## config.mk

```make
export PLATFORM = sky130hd
export DESIGN_NAME = grps_top
export DESIGN_NICKNAME = d
export VERILOG_FILES = /design/src/common/grps_pkg.sv /design/src/verilog/grps_adder.sv /design/src/verilog/grps_top.sv
export SDC_FILE = /design/constraint.sdc
export NUM_CORES = 1
export LEC_CHECK = 0
export ABC_AREA = 1
export BUFFER_PORTS_ARGS = -buffer_cell sky130_fd_sc_hd__buf_2
export CAP_MARGIN = 30
export CORE_ASPECT_RATIO = 0.8
export CORE_MARGIN = 2
export CORE_UTILIZATION = 50
export CTS_BUF_LIST = sky130_fd_sc_hd__clkbuf_8
export CTS_CLUSTER_SIZE = 28
export DETAILED_ROUTE_END_ITERATION = 16
export PLACE_DENSITY = 0.81
export SYNTH_ARGS = -nofsm -noshare
export SYNTH_HDL_FRONTEND = slang
export SYNTH_SLANG_ARGS = --single-unit
```

## constraint.sdc

```tcl
create_clock -name clk_i -period 3.7 [get_ports clk_i]
set_input_delay 0.185 -clock clk_i [delete_from_list [all_inputs] [get_ports clk_i]]
set_output_delay 0.185 -clock clk_i [all_outputs]
set_load 0.005 [all_outputs]
```

## src/common/grps_pkg.sv

```systemverilog
// Package for the general register pointer and status word block.
// Assumes a 4-bit system register space addressed by a 7-bit nibble index.
package grps_pkg;
  // System register addresses
  localparam logic [6:0] GRPS_ADDR_PTR_HI = 7'h7d;
  localparam logic [6:0] GRPS_ADDR_PTR_LO = 7'h7e;
  localparam logic [6:0] GRPS_ADDR_STATUS = 7'h7f;
  // Reset values
  localparam logic [3:0] GRPS_RST_NIBBLE = 4'h0;
  localparam logic GRPS_RST_BIT = 1'b0;
  // Field positions
  localparam int GRPS_BIT_BANK = 0;
  localparam int GRPS_BIT_DEC = 0;
  localparam int GRPS_BIT_CMP = 3;
  localparam int GRPS_BIT_CY = 2;
  localparam int GRPS_BIT_Z = 1;
  localparam int GRPS_BIT_IXE = 0;
  // Decimal adjust constants and nibble values
  localparam logic [4:0] GRPS_BCD_LIMIT = 5'h09;
  localparam logic [4:0] GRPS_BCD_ADJ = 5'h06;
  localparam logic [3:0] GRPS_ZERO = 4'h0;
  localparam logic [3:0] GRPS_ONE_NIB = 4'h1;
  // ALU operations
  typedef enum logic [1:0] {
    GRPS_OP_NONE,
    GRPS_OP_ADD,
    GRPS_OP_SUB
  } grps_op_t;
endpackage

```

## src/verilog/grps_adder.sv

```systemverilog
// Four-bit binary or decimal adder/subtractor with registered result.
// Assumes operands come from logic on the same clock.
`default_nettype none
module grps_adder
  import grps_pkg::*;
(
  input wire logic clk_i,
  input wire logic srst_i,
  input wire logic sub_i,
  input wire logic dec_i,
  input wire logic cin_i,
  input wire logic [3:0] a_i,
  input wire logic [3:0] b_i,
  output logic [3:0] sum_o,
  output logic cout_o
);
  // Registered outputs of the adder
  typedef struct packed {
    logic [3:0] sum;
    logic cout;
  } grps_add_st_t;
  grps_add_st_t s_q, s_d;
  // Binary step then decimal correction
  always_comb begin
    logic [4:0] raw;
    raw = 5'h00;
    s_d = s_q;
    if (sub_i) begin
      raw = {1'b0, a_i} - {1'b0, b_i} - {4'h0, cin_i};
    end else begin
      raw = {1'b0, a_i} + {1'b0, b_i} + {4'h0, cin_i};
    end
    s_d.sum = raw[3:0];
    s_d.cout = raw[4];
    if (dec_i) begin
      // Decimal adjust: fix digit beyond 9 or on carry/borrow
      if (!sub_i && (raw > GRPS_BCD_LIMIT)) begin
        s_d.sum = raw[3:0] + GRPS_BCD_ADJ[3:0];
        s_d.cout = 1'b1;
      end else if (sub_i && raw[4]) begin
        s_d.sum = raw[3:0] - GRPS_BCD_ADJ[3:0];
      end
    end
    if (srst_i) begin
      s_d.sum = GRPS_ZERO;
      s_d.cout = 1'b0;
    end
  end
  // Result register
  always_ff @(posedge clk_i) begin
    s_q <= s_d;
  end
  assign sum_o = s_q.sum;
  assign cout_o = s_q.cout;
endmodule
`default_nettype wire

```

## src/verilog/grps_top.sv

```systemverilog
// General register pointer and program status word of a 4-bit core.
// Assumes a nibble-wide system register port on the core clock, with
// read data valid the cycle after the read strobe.
//
// Function
// (RULE1) Pointer is seven bits over two nibbles
// (RULE2) Only four pointer bits are functional
// (RULE3) High nibble picks bank, low picks row
// (RULE4) Only rows 0-7 of banks 0,1
// (RULE5) Low nibble bit 0 is decimal flag
// (RULE6) Status word is four flag bits
// (RULE7) Compare, carry, zero, index flags independent
// (RULE8) Flags condition ALU and record outcomes
// (RULE9) Arithmetic into status stores raw result
// (RULE10) Fixed-zero bits ignore writes, read zero
// (RULE11) All nibbles clear on every reset
// (RULE12) Index modification only when index flag set
// (RULE13) Decimal flag enables decimal adjustment
`default_nettype none
module grps_top
  import grps_pkg::*;
(
  input wire logic clk_i,
  input wire logic srst_i,
  input wire logic clk_stop_rst_i,
  input wire logic ce_rst_i,
  input wire logic [6:0] addr_i,
  input wire logic [3:0] wdata_i,
  input wire logic wr_i,
  input wire logic rd_i,
  output logic [3:0] rdata_o,
  input wire logic alu_go_i,
  input wire logic [1:0] alu_op_i,
  input wire logic alu_use_carry_i,
  input wire logic alu_cmp_only_i,
  input wire logic [6:0] alu_dst_i,
  input wire logic [3:0] alu_a_i,
  input wire logic [3:0] alu_b_i,
  input wire logic [10:0] mem_addr_i,
  input wire logic [10:0] index_i,
  output logic [6:0] gr_pointer_o,
  output logic [1:0] gr_bank_o,
  output logic [2:0] gr_row_o,
  output logic decimal_mode_o,
  output logic compare_flag_o,
  output logic carry_flag_o,
  output logic zero_flag_o,
  output logic index_enable_flag_o,
  output logic [10:0] mem_addr_o,
  output logic [3:0] alu_result_o,
  output logic alu_valid_o
);
  // Registered state: pointer, flags, read data, outputs and the pending ALU operation
  typedef struct packed {
    logic [3:0] ptr_hi;
    logic [2:0] ptr_row;
    logic dec;
    logic [3:0] status;
    logic [3:0] rdata;
    logic [10:0] mem_addr;
    logic pend;
    logic pend_cmp;
    logic [6:0] pend_dst;
    logic [3:0] result;
    logic valid;
    logic [6:0] ptr_out;
    logic [1:0] bank_out;
    logic [2:0] row_out;
  } grps_state_t;
  grps_state_t s_q, s_d;

  // Adder results, registered inside the leaf
  logic [3:0] add_sum;
  logic add_cout;

  // Decode shared by reads and writes
  function automatic logic hit(input logic [6:0] a, input logic [6:0] r);
    hit = (a == r);
  endfunction

  // Assemble the status nibble from individual flags
  function automatic logic [3:0] pack_status(input logic [3:0] st);
    pack_status = st;
  endfunction

  // Carry input honours the carry flag for ADDC/SUBC forms [RULE8]
  logic adder_cin;
  assign adder_cin = alu_use_carry_i & s_q.status[GRPS_BIT_CY];

  // Leaf adder, decimal correction gated by the decimal flag [RULE13]
  grps_adder u_adder (
    .clk_i(clk_i),
    .srst_i(srst_i),
    .sub_i(alu_op_i == GRPS_OP_SUB),
    .dec_i(s_q.dec),
    .cin_i(adder_cin),
    .a_i(alu_a_i),
    .b_i(alu_b_i),
    .sum_o(add_sum),
    .cout_o(add_cout)
  );

  // Next-state logic for registers, flags and derived outputs
  always_comb begin
    logic any_rst;
    logic do_arith;
    logic [3:0] st;
    any_rst = srst_i | clk_stop_rst_i | ce_rst_i;
    do_arith = alu_go_i && (alu_op_i != GRPS_OP_NONE);
    st = s_q.status;
    s_d = s_q;
    s_d.valid = 1'b0;
    s_d.pend = do_arith;
    s_d.pend_cmp = alu_cmp_only_i;
    s_d.pend_dst = alu_dst_i;

    // Software writes; bank bits above bit 0 are not stored [RULE10]
    if (wr_i) begin
      if (hit(addr_i, GRPS_ADDR_PTR_HI)) begin
        s_d.ptr_hi = {3'b000, wdata_i[GRPS_BIT_BANK]}; // [RULE2]
      end
      if (hit(addr_i, GRPS_ADDR_PTR_LO)) begin
        s_d.ptr_row = wdata_i[3:1]; // [RULE3]
        s_d.dec = wdata_i[GRPS_BIT_DEC]; // Shared decimal bit [RULE5]
      end
      if (hit(addr_i, GRPS_ADDR_STATUS)) begin
        s_d.status = wdata_i; // [RULE6]
      end
    end

    // Outcome of the previous arithmetic step
    if (s_q.pend) begin
      if (hit(s_q.pend_dst, GRPS_ADDR_STATUS)) begin
        // Raw result replaces flag update, even 0000B with carry [RULE9]
        s_d.status = add_sum;
      end else begin
        // Carry and zero are updated on their own; compare and index keep their value [RULE7]
        st[GRPS_BIT_CY] = add_cout;
        if (s_q.pend_cmp) begin
          // Compare keeps zero only while result stays zero
          st[GRPS_BIT_Z] = s_q.status[GRPS_BIT_Z] & (add_sum == GRPS_ZERO);
        end else begin
          st[GRPS_BIT_Z] = (add_sum == GRPS_ZERO);
          s_d.result = add_sum;
          s_d.valid = 1'b1;
        end
        s_d.status = pack_status(st); // [RULE8]
        if (hit(s_q.pend_dst, GRPS_ADDR_PTR_LO)) begin
          s_d.ptr_row = add_sum[3:1];
          s_d.dec = add_sum[GRPS_BIT_DEC];
        end else if (hit(s_q.pend_dst, GRPS_ADDR_PTR_HI)) begin
          s_d.ptr_hi = {3'b000, add_sum[GRPS_BIT_BANK]}; // [RULE10]
        end
      end
    end

    // Read mux; fixed bits read zero [RULE10]
    s_d.rdata = GRPS_ZERO;
    if (rd_i) begin
      if (hit(addr_i, GRPS_ADDR_PTR_HI)) begin
        s_d.rdata = {3'b000, s_q.ptr_hi[GRPS_BIT_BANK]};
      end else if (hit(addr_i, GRPS_ADDR_PTR_LO)) begin
        s_d.rdata = {s_q.ptr_row, s_q.dec};
      end else if (hit(addr_i, GRPS_ADDR_STATUS)) begin
        s_d.rdata = s_q.status;
      end
    end

    // Pointer: four bank bits and three row bits [RULE1]
    s_d.ptr_out = {s_d.ptr_hi, s_d.ptr_row};
    // Bank is 0 or 1 only, so rows 0-7 of two banks [RULE4]
    s_d.bank_out = {1'b0, s_d.ptr_hi[GRPS_BIT_BANK]};
    s_d.row_out = s_d.ptr_row; // [RULE3]

    // Index modification ORs the index only when enabled [RULE12]
    if (s_d.status[GRPS_BIT_IXE]) begin
      s_d.mem_addr = mem_addr_i | index_i;
    end else begin
      s_d.mem_addr = mem_addr_i;
    end

    // Any of the three resets clears all state here; the leaf adder clears on srst_i only [RULE11]
    if (any_rst) begin
      s_d.ptr_hi = GRPS_RST_NIBBLE;
      s_d.ptr_row = 3'b000;
      s_d.dec = GRPS_RST_BIT;
      s_d.status = GRPS_RST_NIBBLE;
      s_d.rdata = GRPS_ZERO;
      s_d.mem_addr = 11'h000;
      s_d.pend = 1'b0;
      s_d.pend_cmp = 1'b0;
      s_d.pend_dst = 7'h00;
      s_d.result = GRPS_ZERO;
      s_d.valid = 1'b0;
      s_d.ptr_out = 7'h00;
      s_d.bank_out = 2'b00;
      s_d.row_out = 3'b000;
    end
  end

  // State register
  always_ff @(posedge clk_i) begin
    s_q <= s_d;
  end

  // Outputs straight from flip-flops
  assign rdata_o = s_q.rdata;
  assign gr_pointer_o = s_q.ptr_out;
  assign gr_bank_o = s_q.bank_out;
  assign gr_row_o = s_q.row_out;
  assign decimal_mode_o = s_q.dec;
  assign compare_flag_o = s_q.status[GRPS_BIT_CMP];
  assign carry_flag_o = s_q.status[GRPS_BIT_CY];
  assign zero_flag_o = s_q.status[GRPS_BIT_Z];
  assign index_enable_flag_o = s_q.status[GRPS_BIT_IXE];
  assign mem_addr_o = s_q.mem_addr;
  assign alu_result_o = s_q.result;
  assign alu_valid_o = s_q.valid;
endmodule
`default_nettype wire

```

==> summary.md <==
| Metric | Value |
|---|---|
| Crit path required time | `3.88 ns` |
| Warnings, synthesis | `0` |
| Setup TNS | `0 ns` |
| Leak pwr | `1.61 nW` |
| Vias/cell | `between 4 and 5` |
| HPWL after DPL | `about 4500 um` |
| Detail Route Antenna Nets | `0` |
| HP Class | `in -> reg` |
| CTS Buffer Depth | `2` |
| H-tree depth | `2` |
| Syn Nets | `444` |
| Pwr Density | `approximately 330 mW/mm2` |
| Post-synth top cells | `nand2_1 (94), dfxtp_1 (46), inv_1 (43)` |
| Final cycle utilization of the critical path | `0.847` |
| WP data arrival | `~3.3 ns` |
| I/O pin cnt | `96` |
| Post-CTS Setup Repair Bufs | `0` |
| Fmax | `between 300 and 400 MHz` |
| Num CTS Buffers | `5` |
| Fin util | `0.598` |
| RSZ-0062 raised after global routing | `false` |
| Drc violations | `0` |
| Total Power | `1.00 mW` |
| Final cell count without fillers | `between 400 and 500` |
| Clock latency on the worst-skew pair | `between 0.2 and 0.3 ns` |
| Row cnt | `23` |
| CTS tree | `done` |
| Full die area | `0.00589 mm2` |
| VDD IR-drop max | `0.207 mV` |
| Drt total wl | `5640 um` |
| Grt total ovfl | `0` |
| Synth top area share | `0.348` |
| Vias post-DR | `2,398` |
| Final worst slack | `0.567 ns` |
| Vias in the first global route | `approximately 2,200` |
| Place WS | `0.631 ns` |
| Startpoint Class | `register` |
| First-pass GRT wire length | `9770 um` |
| Ys flop type | `dfxtp_1` |
| Count of final setup violators | `0` |
| Share of cells above drive strength 1 | `0.290` |
| Antenna violations before repair | `0` |
| Clk sinks | `46` |
| MaxCap Viol Count | `0` |
| Synth Instances | `approximately 370` |
| CTS Hold Bufs | `0` |
| Core Region | `0.00506 mm2` |
| Root Driver | `clkbuf_8` |
| Final net count | `509` |
| Fraction of registers with async set/reset | `0` |
| Post-Syn Area | `about 0.0026 mm2` |
| Layout Skew | `0.0108 ns` |
| # fillers | `483` |
| Worst-Margin Slew | `0.807 ns` |
| Crit path max fanout | `5` |
| Final hold violation count | `0` |
| Post-synthesis sequential area ratio | `0.348` |
| Max Transition Viols Final | `0` |
| GRT Overall Usage | `0.199` |
| Largest net degree at the start of global routing | `18` |
| Cts repair resizes | `0` |
| DR WL/cell | `11.3 um` |
| Post-synthesis cell type count | `37` |
| Die width | `85.3 um` |
| Rel. slew slack | `0.461` |
| Starting density of the core | `0.522` |
| First drt pass iteration count | `4` |
| Area leader, netlist | `dfxtp_1` |
| Final RePlAce weighted congestion | `0.911` |
| Most common cell in the netlist | `nand2_1` |
| I/O Buffers | `94` |
| Die Ht | `just under 70 um` |
| Period minus WS final | `3.13 ns` |
| Critical path type | `reg -> reg` |
| Post-synth EDFFs | `0` |
| Outcome | `completed` |
| Crit end category | `register` |
| Clock slew at reported path FFs | `0.09 ns` |
| Initial DRC count | `85` |
| Top cells by area, synth | `dfxtp_1 (35%), nand2_1 (13%), buf_4 (9.1%)` |
| P&R area growth vs syn | `14.5%` |
| Post-Syn Area per Cell | `7.17 um2` |
| Cells after DPL | `between 400 and 500` |
| Yosys reg bits | `46` |
| ANT cells | `0` |
==> flip-flops by register name (all words and copies together), names as in the netlist <==
signal               flops
mem_addr_o              11
zero_flag_o              1
decimal_mode_o           1
u_adder.sum_o            4
carry_flag_o             1
alu_result_o             4
compare_flag_o           1
gr_pointer_o             3
u_adder.cout_o           1
s_q                     13
rdata_o                  4
alu_valid_o              1
index_enable_flag_o      1
==> cells in the final DEF (no fill, tap or decap), drive strengths merged, types with 2 or more instances in the layout <==
cell	Yosys	routed
ha	12	12
nor3	5	5
a31oi	4	4
nand4	2	2
clkbuf	1	6
nand3	26	26
fa	4	4
inv	46	47
o21ai	17	17
nor2	39	39
o211ai	3	3
nand2	100	100
a21oi	15	15
clkinv	3	4
dfxtp	46	46
buf	36	95
nor4	2	2
==> area by class of cell <==
class,instances,area (um2),area share
multi-input combinational,237,1280,0.421
tap,62,77.6,0.0256
clock inverter,2,8.76,0.00289
inverter,49,185,0.0611
clock buffer,6,82.6,0.0273
sequential,46,921,0.304
timing repair buffer,95,478,0.158
==> metrics by stage <==
step	instance area [um2]	hold slack, ns
6_report	3030	0.0735
5_1_grt	3030	0.0664
4_1_cts	3030	0.0727
3_5_place_dp	2940	0.378
3_3_place_gp	2940	0.376
2_1_floorplan	2650	0.254
==> metal layers <==
metal	vias to the layer above	GRT usage	part of all wire
met4	0	0.0423	0.0078
met2	65	0.333	0.47
met5	-	0	0
met1	1067	0.263	0.47
met3	5	0.0443	0.056
li1	1261	-	-
==> worst paths after layout <==
kind / startpoint / to / slack, ns / cells past startpoint
worst min register to register: s_q[51]$_SDFF_PP0_ / s_q[51]$_SDFF_PP0_ / 0.44 / 2
worst min-delay path: index_i[7] / mem_addr_o[7]$_SDFF_PP0_ / 0.07 / 3
worst max-delay path: carry_flag_o$_SDFFE_PP0P_ / u_adder.sum_o[1]$_SDFF_PP0_ / 0.57 / 22
worst max register to register: carry_flag_o$_SDFFE_PP0P_ / u_adder.sum_o[1]$_SDFF_PP0_ / 0.57 / 22
==> kinds of logic after synthesis <==
family,count (synthesis),share of synthesized area
compound gates,44,0.0988
xor+xnor,1,0.00331
fa+ha+maj,16,0.0870
buf+inv,86,0.172
flops,46,0.348
other cells,1,0.00142
simple gates,175,0.290
==> worst max-delay path: stages (launching register included) <==
cell and delay [ns]:
dfxtp_1 0.39, nand2_1 0.10, inv_1 0.08, fa_1 0.44
inv_1 0.10, ha_1 0.16, nor2_1 0.05, fa_1 0.38
nand2_1 0.08, inv_1 0.05, o21ai_1 0.11, nand2_1 0.09
inv_1 0.11, ha_1 0.15, nand3_1 0.07, nand2_1 0.07
inv_1 0.04, nor2_1 0.07, nand2_1 0.07, nand2_2 0.10
nand3_2 0.11, a21oi_1 0.16, nor2_1 0.06
==> power breakdown <==
part           total (mW)  internal, mW  switching [mW]
clock               0.306         0.148           0.158
sequential          0.516         0.507         0.00910
combinational       0.181        0.0766           0.104
total                1.00         0.732           0.271
Note: power is estimated with default switching activity, not from simulation.
